===== config.mk =====
export PLATFORM = sky130hd
export DESIGN_NAME = dpm_probe_mux
export DESIGN_NICKNAME = d
export VERILOG_FILES = /design/src/hw/dpm_pkg.sv /design/src/hw/dpm_probe_mux.sv
export SDC_FILE = /design/constraint.sdc
export NUM_CORES = 1
export LEC_CHECK = 0
export ABC_CLOCK_PERIOD_IN_PS = 5700
export BUFFER_PORTS_ARGS = -buffer_cell sky130_fd_sc_hd__buf_2
export CELL_PAD_IN_SITES_DETAIL_PLACEMENT = 1
export CELL_PAD_IN_SITES_GLOBAL_PLACEMENT = 1
export CORE_MARGIN = 2
export CORE_UTILIZATION = 50
export CTS_CLUSTER_SIZE = 12
export DETAILED_ROUTE_END_ITERATION = 8
export PLACE_DENSITY = 0.85
export SETUP_SLACK_MARGIN = 0.15
export SLEW_MARGIN = 40
export SYNTH_ARGS = -nofsm -noshare
export SYNTH_HDL_FRONTEND = slang
export SYNTH_SLANG_ARGS = --single-unit
export TNS_END_PERCENT = 5

===== constraint.sdc =====
create_clock -name CLK -period 5.7 [get_ports CLK]
set_input_delay 0.285 -clock CLK [delete_from_list [all_inputs] [get_ports CLK]]
set_output_delay 0.285 -clock CLK [all_outputs]
set_load 0.005 [all_outputs]

===== src/hw/dpm_pkg.sv =====
// Package of register map, field layout and code tables for the debug probe multiplexer.
package dpm_pkg;
  // ----------------------------------------------------------------
  // Register byte addresses
  // ----------------------------------------------------------------
  localparam logic [7:0] DPM_DIG_CFG  = 8'h00;
  localparam logic [7:0] DPM_ANA_CFG  = 8'h04;
  localparam logic [7:0] DPM_DAC_LVL  = 8'h08;
  localparam logic [7:0] DPM_SP_SEL   = 8'h0C;
  localparam logic [7:0] DPM_STATUS   = 8'h10;
  localparam logic [7:0] DPM_LOAD     = 8'h14;
  localparam logic [7:0] DPM_IBUF     = 8'h40;
  localparam logic [7:0] DPM_OBUF     = 8'h60;
  localparam logic [7:0] DPM_BUF_MASK = 8'hE0;
  // ----------------------------------------------------------------
  // Sizes and field positions
  // ----------------------------------------------------------------
  localparam int          DPM_NPIN     = 4;
  localparam int          DPM_NANA     = 2;
  localparam int          DPM_NGRP     = 7;
  localparam int          DPM_SW       = 10;
  localparam int          DPM_BUF_AW   = 3;
  localparam int          DPM_DIS_BIT  = 16;
  localparam int          DPM_ST_REJ   = 5;
  localparam int          DPM_ST_BUSY  = 4;
  localparam int          DPM_ANA_FLD  = 4;
  localparam logic [3:0]  DPM_SIG_CLK  = 4'h8;
  localparam logic [2:0]  DPM_ANA_MAX  = 3'h4;
  localparam logic [1:0]  DPM_SP_MAX   = 2'h2;
  localparam logic [1:0]  DPM_LD_LAST  = 2'h2;
  // ----------------------------------------------------------------
  // Code tables
  // ----------------------------------------------------------------
  localparam logic [7:0] DPM_GRP_CODE [DPM_NGRP] =
    '{8'h01, 8'h1B, 8'h1D, 8'h30, 8'h58, 8'h70, 8'h73};
  localparam logic [7:0] DPM_GRP_MASK [DPM_NGRP] =
    '{8'hFF, 8'h03, 8'hFC, 8'hFF, 8'hFF, 8'hFF, 8'hC7};
  typedef enum logic [2:0] {
    DPM_A_DAC, DPM_A_RAW_Q, DPM_A_RAW_I, DPM_A_FLT_Q, DPM_A_FLT_I
  } dpm_ana_t;
  typedef enum logic [1:0] {DPM_SRC_ADC, DPM_SRC_TXENV, DPM_SRC_SIGNAL_INPUT} dpm_src_t;
  typedef enum {DPM_LD_IDLE, DPM_LD_REQ, DPM_LD_CAPT} dpm_ld_t;
endpackage


===== src/hw/dpm_probe_mux.sv =====
// Debug probe multiplexer with APB registers, profile loader and host buffers.
//
// Notes on behaviour
// - at most two analog, four digital probes.
// - digital command first byte picks signal group.
// - low nibble picks signal; 8 is clock.
// - high nibble picks pin; codes above 3 reserved.
// - group codes 01,1B,1D,30,58,70,73.
// - clock group selections 0 to 7 valid.
// - encoder group: only 0 and 1 valid.
// - timer group: 2 to 7 valid.
// - card-mode group: 0 to 7 valid.
// - transceive group: 0 to 7 valid.
// - receiver data group: 0 to 7 valid.
// - receiver error group: 0,1,2,6,7 valid.
// - analog probes only on busy and aux-two.
// - analog codes 0 to 4, rest reserved.
// - raw I/Q source from processor input select.
// - analog probes are live samples to DAC.
// - separate independent input and output buffers.
// - registers written by host or profile load.
//
// Local design decisions: register access over APB and the address map.
`timescale 1ns/1ns
module dpm_probe_mux
  import dpm_pkg::*;
(
  input  wire logic                              CLK,
  input  wire logic                              RESET_N,
  input  wire logic                              CE,
  input  wire logic                              PSEL,
  input  wire logic                              PENABLE,
  input  wire logic                              PWRITE,
  input  wire logic [7:0]                        PADDR,
  input  wire logic [31:0]                       PWDATA,
  output logic                                   PREADY,
  output logic [31:0]                            PRDATA,
  output logic                                   PSLVERR,
  input  wire logic                              CLK_13M56,
  input  wire logic [7:0]                        DBG_CLOCKS,
  input  wire logic [7:0]                        DBG_TXENC,
  input  wire logic [7:0]                        DBG_TIMERS,
  input  wire logic [7:0]                        DBG_CARD,
  input  wire logic [7:0]                        DBG_TRANSCEIVE,
  input  wire logic [7:0]                        DBG_RXDATA,
  input  wire logic [7:0]                        DBG_RXERR,
  output logic [dpm_pkg::DPM_NPIN-1:0]           DPROBE,
  output logic [dpm_pkg::DPM_NPIN-1:0]           DPROBE_EN,
  input  wire logic [dpm_pkg::DPM_SW-1:0]        ADC_I,
  input  wire logic [dpm_pkg::DPM_SW-1:0]        ADC_Q,
  input  wire logic [dpm_pkg::DPM_SW-1:0]        TXENV_SAMPLE,
  input  wire logic [dpm_pkg::DPM_SW-1:0]        SIGNAL_INPUT_I,
  input  wire logic [dpm_pkg::DPM_SW-1:0]        SIGNAL_INPUT_Q,
  input  wire logic [dpm_pkg::DPM_SW-1:0]        FILT_I,
  input  wire logic [dpm_pkg::DPM_SW-1:0]        FILT_Q,
  output logic [dpm_pkg::DPM_SW-1:0]             DAC_BUSY,
  output logic [dpm_pkg::DPM_SW-1:0]             DAC_AUXILIARY_OUT_TWO,
  output logic                                   ANA_BUSY_EN,
  output logic                                   ANA_AUXILIARY_OUT_TWO_EN,
  output logic                                   EE_RD,
  output logic [7:0]                             EE_ADDR,
  input  wire logic [31:0]                       EE_DATA,
  input  wire logic [dpm_pkg::DPM_BUF_AW-1:0]    IBUF_RADDR,
  output logic [31:0]                            IBUF_RDATA,
  input  wire logic                              OBUF_WE,
  input  wire logic [dpm_pkg::DPM_BUF_AW-1:0]    OBUF_WADDR,
  input  wire logic [31:0]                       OBUF_WDATA
);
  import dpm_pkg::*;

  // ----------------------------------------------------------------
  // APB slave
  // ----------------------------------------------------------------
  logic                    pready_reg;
  logic [31:0]             prdata_reg;
  logic                    pslverr_reg;
  logic                    acc;
  logic                    wr_fire;
  logic                    is_ibuf;
  logic                    is_obuf;
  logic [DPM_BUF_AW-1:0]   buf_idx;

  // The answer comes one cycle into the access phase; data is latched at the
  // first access edge so it is stable for the whole time PREADY stands.
  assign acc     = PSEL && PENABLE && !pready_reg;
  assign wr_fire = PSEL && PENABLE && pready_reg && PWRITE;
  assign is_ibuf = (PADDR & DPM_BUF_MASK) == DPM_IBUF;
  assign is_obuf = (PADDR & DPM_BUF_MASK) == DPM_OBUF;
  assign buf_idx = PADDR[DPM_BUF_AW+1:2];

  // ----------------------------------------------------------------
  // Configuration state
  // ----------------------------------------------------------------
  logic [15:0]             dig_last_reg;
  logic [2:0]              pin_grp_reg [DPM_NPIN];
  logic [3:0]              pin_sig_reg [DPM_NPIN];
  logic [DPM_NPIN-1:0]     pin_en_reg;
  logic [7:0]              ana_cfg_reg;
  logic [DPM_SW-1:0]       dac_lvl_reg;
  logic [1:0]              sp_sel_reg;
  logic                    reject_reg;
  logic [31:0]             ibuf_mem [2**DPM_BUF_AW];
  logic [31:0]             obuf_mem [2**DPM_BUF_AW];

  // Digital command decode.
  logic [7:0]              cmd_grp;
  logic [3:0]              cmd_sig;
  logic [3:0]              cmd_pin;
  logic [2:0]              grp_idx;
  logic                    grp_ok;
  logic                    sig_ok;
  logic                    dig_ok;
  logic                    dig_wr;
  logic                    dig_dis;

  assign cmd_grp = PWDATA[7:0];
  assign cmd_sig = PWDATA[11:8];
  assign cmd_pin = PWDATA[15:12];
  assign dig_dis = PWDATA[DPM_DIS_BIT];
  assign dig_wr  = wr_fire && (PADDR == DPM_DIG_CFG);

  always_comb
  begin
    grp_idx = 3'h0;
    grp_ok  = 1'b0;
    for (int g = 0; g < DPM_NGRP; g++)
    begin
      if (cmd_grp == DPM_GRP_CODE[g])
      begin
        grp_idx = 3'(g);
        grp_ok  = 1'b1;
      end
    end
  end

  // Per-group valid masks reject reserved selections.
  assign sig_ok = (cmd_sig == DPM_SIG_CLK) ||
                  (!cmd_sig[3] && DPM_GRP_MASK[grp_idx][cmd_sig[2:0]]);
  assign dig_ok = (cmd_pin < 4'(DPM_NPIN)) && (dig_dis || (grp_ok && sig_ok));

  // Analog command decode.
  logic                    ana_wr;
  logic                    ana_ok;
  logic                    sp_wr;
  logic                    sp_ok;

  assign ana_wr = wr_fire && (PADDR == DPM_ANA_CFG);
  assign ana_ok = (PWDATA[2:0] <= DPM_ANA_MAX) &&
                  (PWDATA[DPM_ANA_FLD+2:DPM_ANA_FLD] <= DPM_ANA_MAX);
  assign sp_wr  = wr_fire && (PADDR == DPM_SP_SEL);
  assign sp_ok  = PWDATA[1:0] <= DPM_SP_MAX;

  // ----------------------------------------------------------------
  // Profile loader
  // ----------------------------------------------------------------
  dpm_ld_t                 ld_state_reg;
  logic [1:0]              ld_cnt_reg;
  logic [7:0]              ee_addr_reg;
  logic                    ee_rd_reg;
  logic                    ld_busy;
  logic                    ld_capt;

  assign ld_busy = ld_state_reg != DPM_LD_IDLE;
  assign ld_capt = ld_state_reg == DPM_LD_CAPT;

  // Three consecutive EEPROM words are copied: analog setup, DAC level and
  // processor input select. Data is expected one cycle after the read strobe.
  always_ff @(posedge CLK)
  begin
    if (!RESET_N)
    begin
      ld_state_reg <= DPM_LD_IDLE;
      ld_cnt_reg   <= 2'h0;
      ee_addr_reg  <= 8'h00;
      ee_rd_reg    <= 1'b0;
    end
    else if (CE)
    begin
      ee_rd_reg <= 1'b0;
      unique case (ld_state_reg)
        DPM_LD_IDLE:
        begin
          if (wr_fire && (PADDR == DPM_LOAD))
          begin
            ee_addr_reg  <= PWDATA[7:0];
            ee_rd_reg    <= 1'b1;
            ld_cnt_reg   <= 2'h0;
            ld_state_reg <= DPM_LD_REQ;
          end
        end
        DPM_LD_REQ:
        begin
          ld_state_reg <= DPM_LD_CAPT;
        end
        DPM_LD_CAPT:
        begin
          if (ld_cnt_reg == DPM_LD_LAST)
          begin
            ld_state_reg <= DPM_LD_IDLE;
          end
          else
          begin
            ld_cnt_reg   <= ld_cnt_reg + 2'h1;
            ee_addr_reg  <= ee_addr_reg + 8'h01;
            ee_rd_reg    <= 1'b1;
            ld_state_reg <= DPM_LD_REQ;
          end
        end
      endcase
    end
  end

  // ----------------------------------------------------------------
  // Register writes
  // ----------------------------------------------------------------
  // A load owns the analog registers in its capture cycles; a host write in the same
  // cycle loses, since the profile is the authoritative protocol setup.
  always_ff @(posedge CLK)
  begin
    if (!RESET_N)
    begin
      ana_cfg_reg <= 8'h00;
      dac_lvl_reg <= '0;
      sp_sel_reg  <= 2'h0;
    end
    else if (CE)
    begin
      if (ld_capt)
      begin
        if (ld_cnt_reg == 2'h0 && EE_DATA[2:0] <= DPM_ANA_MAX &&
            EE_DATA[DPM_ANA_FLD+2:DPM_ANA_FLD] <= DPM_ANA_MAX)
        begin
          ana_cfg_reg <= EE_DATA[7:0];
        end
        if (ld_cnt_reg == 2'h1)
        begin
          dac_lvl_reg <= EE_DATA[DPM_SW-1:0];
        end
        if (ld_cnt_reg == DPM_LD_LAST && EE_DATA[1:0] <= DPM_SP_MAX)
        begin
          sp_sel_reg <= EE_DATA[1:0];
        end
      end
      else
      begin
        if (ana_wr && ana_ok)
        begin
          ana_cfg_reg <= PWDATA[7:0];
        end
        if (wr_fire && PADDR == DPM_DAC_LVL)
        begin
          dac_lvl_reg <= PWDATA[DPM_SW-1:0];
        end
        if (sp_wr && sp_ok)
        begin
          sp_sel_reg <= PWDATA[1:0];
        end
      end
    end
  end

  // Reject flag: set by any refused command, cleared by writing one; set wins.
  always_ff @(posedge CLK)
  begin
    if (!RESET_N)
    begin
      reject_reg   <= 1'b0;
      dig_last_reg <= 16'h0000;
    end
    else if (CE)
    begin
      if ((dig_wr && !dig_ok) || (ana_wr && !ana_ok) || (sp_wr && !sp_ok))
      begin
        reject_reg <= 1'b1;
      end
      else if (wr_fire && PADDR == DPM_STATUS && PWDATA[DPM_ST_REJ])
      begin
        reject_reg <= 1'b0;
      end
      if (dig_wr && dig_ok)
      begin
        dig_last_reg <= PWDATA[15:0];
      end
    end
  end

  // ----------------------------------------------------------------
  // Digital probe pins
  // ----------------------------------------------------------------
  logic [7:0]              grp_vec [DPM_NGRP];

  assign grp_vec = '{DBG_CLOCKS, DBG_TXENC, DBG_TIMERS, DBG_CARD,
                     DBG_TRANSCEIVE, DBG_RXDATA, DBG_RXERR};

  // One selection per pin, so no more than four digital probes exist.
  for (genvar p = 0; p < DPM_NPIN; p++)
  begin : g_pin
    always_ff @(posedge CLK)
    begin
      if (!RESET_N)
      begin
        pin_grp_reg[p] <= 3'h0;
        pin_sig_reg[p] <= 4'h0;
        pin_en_reg[p]  <= 1'b0;
        DPROBE[p]      <= 1'b0;
      end
      else if (CE)
      begin
        if (dig_wr && dig_ok && cmd_pin == 4'(p))
        begin
          pin_grp_reg[p] <= grp_idx;
          pin_sig_reg[p] <= cmd_sig;
          pin_en_reg[p]  <= !dig_dis;
        end
        if (!pin_en_reg[p])
        begin
          DPROBE[p] <= 1'b0;
        end
        else if (pin_sig_reg[p] == DPM_SIG_CLK)
        begin
          DPROBE[p] <= CLK_13M56;
        end
        else
        begin
          DPROBE[p] <= grp_vec[pin_grp_reg[p]][pin_sig_reg[p][2:0]];
        end
      end
    end
  end

  // The aux-two pin is surrendered to the digital path only when no analog
  // probe claims it.
  always_ff @(posedge CLK)
  begin
    if (!RESET_N)
    begin
      DPROBE_EN <= '0;
    end
    else if (CE)
    begin
      DPROBE_EN <= pin_en_reg & ~{1'b0, ana_cfg_reg[DPM_ANA_FLD+3], 2'b00};
    end
  end

  // ----------------------------------------------------------------
  // Analog probes
  // ----------------------------------------------------------------
  logic [DPM_SW-1:0]       raw_i;
  logic [DPM_SW-1:0]       raw_q;
  logic [DPM_SW-1:0]       ana_out [DPM_NANA];

  always_comb
  begin
    unique case (dpm_src_t'(sp_sel_reg))
      DPM_SRC_ADC:
      begin
        raw_i = ADC_I;
        raw_q = ADC_Q;
      end
      DPM_SRC_TXENV:
      begin
        raw_i = TXENV_SAMPLE;
        raw_q = TXENV_SAMPLE;
      end
      default:
      begin
        raw_i = SIGNAL_INPUT_I;
        raw_q = SIGNAL_INPUT_Q;
      end
    endcase
  end

  // Only the busy pin and aux-two carry analog samples.
  for (genvar a = 0; a < DPM_NANA; a++)
  begin : g_ana
    always_comb
    begin
      unique case (dpm_ana_t'(ana_cfg_reg[a*DPM_ANA_FLD +: 3]))
        DPM_A_DAC:   ana_out[a] = dac_lvl_reg;
        DPM_A_RAW_Q: ana_out[a] = raw_q;
        DPM_A_RAW_I: ana_out[a] = raw_i;
        DPM_A_FLT_Q: ana_out[a] = FILT_Q;
        default:     ana_out[a] = FILT_I;
      endcase
    end
  end

  // Samples are refreshed every enabled cycle for real-time viewing.
  always_ff @(posedge CLK)
  begin
    if (!RESET_N)
    begin
      DAC_BUSY    <= '0;
      DAC_AUXILIARY_OUT_TWO    <= '0;
      ANA_BUSY_EN <= 1'b0;
      ANA_AUXILIARY_OUT_TWO_EN <= 1'b0;
    end
    else if (CE)
    begin
      DAC_BUSY    <= ana_out[0];
      DAC_AUXILIARY_OUT_TWO    <= ana_out[1];
      ANA_BUSY_EN <= ana_cfg_reg[3];
      ANA_AUXILIARY_OUT_TWO_EN <= ana_cfg_reg[DPM_ANA_FLD+3];
    end
  end

  // ----------------------------------------------------------------
  // Host buffers
  // ----------------------------------------------------------------
  // Input and output buffers have separate arrays and ports, so host
  // traffic on one never stalls the core on the other.
  always_ff @(posedge CLK)
  begin
    if (CE && wr_fire && is_ibuf)
    begin
      ibuf_mem[buf_idx] <= PWDATA;
    end
  end

  always_ff @(posedge CLK)
  begin
    if (CE && OBUF_WE)
    begin
      obuf_mem[OBUF_WADDR] <= OBUF_WDATA;
    end
  end

  always_ff @(posedge CLK)
  begin
    if (!RESET_N)
    begin
      IBUF_RDATA <= 32'h0;
    end
    else if (CE)
    begin
      IBUF_RDATA <= ibuf_mem[IBUF_RADDR];
    end
  end

  // ----------------------------------------------------------------
  // APB answer
  // ----------------------------------------------------------------
  always_ff @(posedge CLK)
  begin
    if (!RESET_N)
    begin
      pready_reg  <= 1'b0;
      prdata_reg  <= 32'h0;
      pslverr_reg <= 1'b0;
    end
    else if (CE)
    begin
      pready_reg  <= acc;
      pslverr_reg <= 1'b0;
      if (acc)
      begin
        prdata_reg <= 32'h0;
        if (is_ibuf)
          prdata_reg <= ibuf_mem[buf_idx];
        else if (is_obuf)
          prdata_reg <= obuf_mem[buf_idx];
        else
        begin
          unique case (PADDR)
            DPM_DIG_CFG: prdata_reg <= {16'h0, dig_last_reg};
            DPM_ANA_CFG: prdata_reg <= {24'h0, ana_cfg_reg};
            DPM_DAC_LVL: prdata_reg <= {22'h0, dac_lvl_reg};
            DPM_SP_SEL:  prdata_reg <= {30'h0, sp_sel_reg};
            DPM_STATUS:  prdata_reg <= {26'h0, reject_reg, ld_busy, pin_en_reg};
            DPM_LOAD:    prdata_reg <= {24'h0, ee_addr_reg};
            default:     pslverr_reg <= 1'b1;
          endcase
        end
      end
    end
  end

  assign PREADY  = pready_reg;
  assign PRDATA  = prdata_reg;
  assign PSLVERR = pslverr_reg;
  assign EE_RD   = ee_rd_reg;
  assign EE_ADDR = ee_addr_reg;
endmodule


### Word-level counts from Yosys, hierarchy flattened

Memories as Yosys holds them, arrays and structs flattened. A register that Yosys moved wholly into a read port is not among the register bits.
Cells that the tools add are included.

* add/sub/neg operators: 2
* $lt $le $gt $ge: 17
* eq/ne operators: 39
* multiplexer cells: 108
* bitwise gates (word level): 15
* reduce and logical (&&, ||, !) cells: 68

Operator list (number)
* $mux 8: 15
* $bmux 8 s3: 4
* $mux 32: 3
* $pmux 16 s6: 1
* $pmux 32 s3: 1
* $pmux 10 s4: 2
* $mux 1: 51
* $pmux 10 s2: 2
* $eq 32x1->1 const B: 1
* $eq 32x2->1 const B: 1
* $eq 32x3->1 const B: 1
* $eq 8x5->1 const B: 4
* $logic_not 32->1: 1
* $reduce_bool 32->1: 1
* $logic_and 1x1->1: 31
* $mux 10: 3
* $eq 8x7->1 const B: 3
* $mux 3: 8
* $not 3->4: 6
* $eq 4x4->1 const B: 5
* $ge 4x4->1 const B: 5
* $lt 3x4->1 const B: 5
* $eq 3x2->1 const B: 6
* $eq 8x4->1 const B: 2
* other kinds (34): 87

* register bits after elaboration: 148
* memory bits (writable): 540
* bits in read-only memories: 64
* input bits: 244
* output and inout bits: 105
* word-level logic and storage cells: 279
* memories: 5

Memories
* ibuf_mem: depth 8, bits a word 32, rd ports 2, clocked after Yosys merged registers in 1, wr ports 1, RTL line dpm_probe_mux.sv:102 `logic [31:0] ibuf_mem [2**DPM_BUF_AW];`
* obuf_mem: depth 8, bits a word 32, rd ports 1, clocked after Yosys merged registers in 0, wr ports 1, RTL line dpm_probe_mux.sv:103 `logic [31:0] obuf_mem [2**DPM_BUF_AW];`
* (name not given): depth 8, bits a word 8, rd ports 1, clocked after Yosys merged registers in 0, wr ports 0, RTL line dpm_probe_mux.sv:138 `(!cmd_sig[3] && DPM_GRP_MASK[grp_idx][cmd_sig[2:0]]);`
* pin_sig_reg: depth 4, bits a word 4, rd ports 4, clocked after Yosys merged registers in 0, wr ports 4, RTL line dpm_probe_mux.sv:96 `logic [3:0] pin_sig_reg [DPM_NPIN];`
* pin_grp_reg: depth 4, bits a word 3, rd ports 4, clocked after Yosys merged registers in 0, wr ports 4, RTL line dpm_probe_mux.sv:95 `logic [2:0] pin_grp_reg [DPM_NPIN];`

### Longest topological paths before layout

* depth in word-level cells: 25
* gate-level depth with buffers: 9
* gate-level depth less buffers: 7

### Worst setup path after synthesis

No wires, ideal clock.

* kind: input to register
* start: in CE
* end: mem obuf_mem[4][0] (enable)
* library setup time: 0.461 ns
* arrival: 3.809 ns
* data required time: 5.239 ns
* path slack: 1.430 ns
* cell stages on the path: 6
* buffers on the path: 4
* cell sequence: clkbuf_1 > clkbuf_1 > clkbuf_1 > clkbuf_1 > nand2_1 > nor3_1

* cells in the longest elaborated chain, start to end: 3

RTL lines
* start: declaration: RTL line dpm_probe_mux.sv:30 `input wire logic CE,`
* $logic_and 1x1->1: RTL line dpm_probe_mux.sv:422 `if (CE && OBUF_WE)`
* $mux 1: RTL line dpm_probe_mux.sv:422
* $mux 1 (not written as such): RTL line dpm_probe_mux.sv:424 `obuf_mem[OBUF_WADDR] <= OBUF_WDATA;`
* end: declaration: RTL line dpm_probe_mux.sv:103

Every way passes these cells.

==> metrics.yaml <==
synth:
  synth_seq_area_share: 0.595
  async_flop_share: 0
  synth-edff-count: 540
  syn-num-nets: 2363
  yosysTopAreaCellShare: 0.502
  synthTopCellsByArea: "edfxtp_1 50%, mux4_2 17%, dfxtp_1 9.3%, mux2i_1 6.6%, nand2_1 1.9%"
  synth_area_um2: 32300
  avgSynthCellArea_um2: 15.3
  ys_seq_elements: 690
  netlist_instances: 2115
  synth_top_area_cell: "edfxtp_1"
  ys_types: 75
  synth_warnings: 0
  synth-main-ff-cell: "edfxtp_1"
outcome:
  outcome: "complete, no violations"
routing:
  finalWirelength_um: 104000
  vias: 21780
  wire_per_inst_um: 30.8
  vias_per_cell: 6.46
  first_iter_violations: 2386
  drc_errors: 0
  drt_first_pass_iters: 5
  ant_nets: 0
worst_setup_path:
  worstRegToRegCells: 6
  required_ps: 5930
  critPathMaxFanout: 10
  r2r_end: "pin_grp_reg[0][0]"
  worstSetupPathType: "in -> reg"
  regToRegSetupSlack_ps: 2680
  critPathLaunchType: "input pin"
  rr_startpoint: "PREADY"
  crit_path_end_kind: "register"
  cp.arrival_ps: 3260
clock_network:
  h-tree-depth: 3
  cts_setup_buffers: 0
  cts_resized: 0
  clock-sinks: 690
  cts_tree: "done"
  cts.clk_slew.worst_paths_ps: 50
  insertion_delay_ps: 640
  cts_root_buf: "clkbuf_16"
  ctsHoldBuffers: 53
  cts_buffers: 74
  clockBufferDepth: 3
die:
  fp.dieW_um: 258
  die-area_um2: 66700
  core.rowCount: 93
  ios: 349
  die_h_um: 258
  coreArea_um2: 64200
  start_util: 0.503
power:
  p_leak_nw: 13.6
  clkPwrFrac: 0.423
  intPower_mw: 8.61
  powerDensity_nw_per_um2: 297
  totalPowerFinal_mw: 11.2
  peakVddDrop_mv: 0.275
  sw_frac_of_total: 0.235
  p_seq_frac: 0.493
  switching_power_mw: 2.64
  combPwrFrac: 0.084
placed_design:
  portBuffers: 326
  gp_congestion: 0.892
  hpwlAfterDp_um: 67000
min_path:
  hold_depth: 3
  worstHoldEndpoint: "DAC_AUXILIARY_OUT_TWO[6]"
  hp-start: "FILT_I[6]"
  hold_path_class: "in -> reg"
timing:
  rsz0062_at_grt: "false"
  slew_violations: 0
  period_minus_slack_ps: 3040
  fin_setup_tns_ps: 0
  final_hold_viol_count: 0
  period_share: 0.532
  slew_headroom: 0.426
  finalSetupViolCount: 0
  worst_slew_pin_slew_ps: 861
  clock.fmax_ghz: 0.329
  fin_skew_ps: 44.8
global_route:
  antenna_found_initial: 8
  grt_pass1_wl_um: 155000
  grt_max_degree: 144
  grt_overflow_total: 0
  grt_pass1_vias: 23495
  track_usage: 0.312
final_layout:
  drive_gt1_frac: 0.304
  area_growth_pct: 17.1
  final_common_cell: "edfxtp_1"
  fill_cells: 6063
  largestRegisters: "ibuf_mem x256, obuf_mem x256"
  layout_common_cells: "540 x edfxtp_1, 321 x buf_2, 241 x mux4_2"
  finish.net_count: 2704
flow_run:
  max_cap_viol_count: 0
[how the worst max path moves through the flow]
stage,from,end,depth (start not counted)
floorplan,CE,obuf_mem[4][0],6
global placement,PADDR[5],pin_sig_reg[3][0],6
finish,PADDR[5],pin_grp_reg[0][0],7
detailed placement,PADDR[5],pin_sig_reg[3][2],6
global route,PADDR[5],pin_grp_reg[0][0],7
CTS,PADDR[5],pin_sig_reg[3][2],6
[worst max-delay path, stage by stage]
cell and delay, ps:
buf_2 140, or4_1 740, nor4_4 560, and2_1 430, o211ai_1 270, buf_2 260, o21ai_1 560
[synthesized netlist by cell type, drive strengths merged (5+ instances only)]
cell / n
a21oi: 54
a31oi: 7
nor2b: 53
edfxtp: 540
nor3: 21
nor2: 80
o2111ai: 12
buf: 55
o211a: 50
a2111oi: 10
a21boi: 12
nand4: 5
nand3: 19
and2: 8
mux2i: 214
a22oi: 12
nand3b: 9
inv: 21
o221ai: 27
o22ai: 9
and3: 10
dfxtp: 150
a221oi: 6
o21ai: 91
nand2b: 22
nand2: 167
mux2: 18
o211ai: 10
mux4: 241
a21o: 7
clkbuf: 105
[power by group through the flow]
stage | sequential [mW] | combinational (mW) | clock [mW]
after floorplan | 5.64 | 0.504 | 0
after global placement | 5.65 | 0.847 | 0
after detailed placement | 5.65 | 0.891 | 0
after CTS | 5.55 | 0.934 | 4.79
after global routing | 5.55 | 1.00 | 4.98
final | 5.55 | 0.943 | 4.75
[per-stage QoR]
stage	setup slack (ps)	utilization	cell area (µm²)	std cells	hold WS, ps
CTS	2570	0.588	37800	3366	0.786
detailed placement	1940	0.543	34800	3179	443
global route	2490	0.589	37800	3371	9.17
finish	2660	0.589	37800	3374	23.1
floorplan	1430	-	32300	2115	384
global placement	2160	0.541	34800	3175	437
[routing by layer]
metal | global-route usage | wire length, µm
met2 | 0.532 | 52400
met3 | 0.0647 | 8330
met1 | 0.395 | 39200
met5 | 0 | 38
met4 | 0.118 | 3840
[kinds of logic after synthesis]
logic type | share of synthesized area
simple gates | 0.0629
compound gates | 0.0777
xor+xnor | 0.000271
fa+ha+maj | 0.00155
buf+inv | 0.0225
mux | 0.240
flops | 0.595
[final cells by class]
cell class	count	area, µm²	share of cell area
antenna	5	12.5	0.000331
clock buffer	118	2160	0.0571
clock inverter	16	223	0.00589
inverter	21	78.8	0.00208
multi-input combinational	1244	12500	0.329
sequential	690	19200	0.508
tap	855	1070	0.0283
timing repair buffer	425	2620	0.0691
Power figures use the tool's default switching activity.
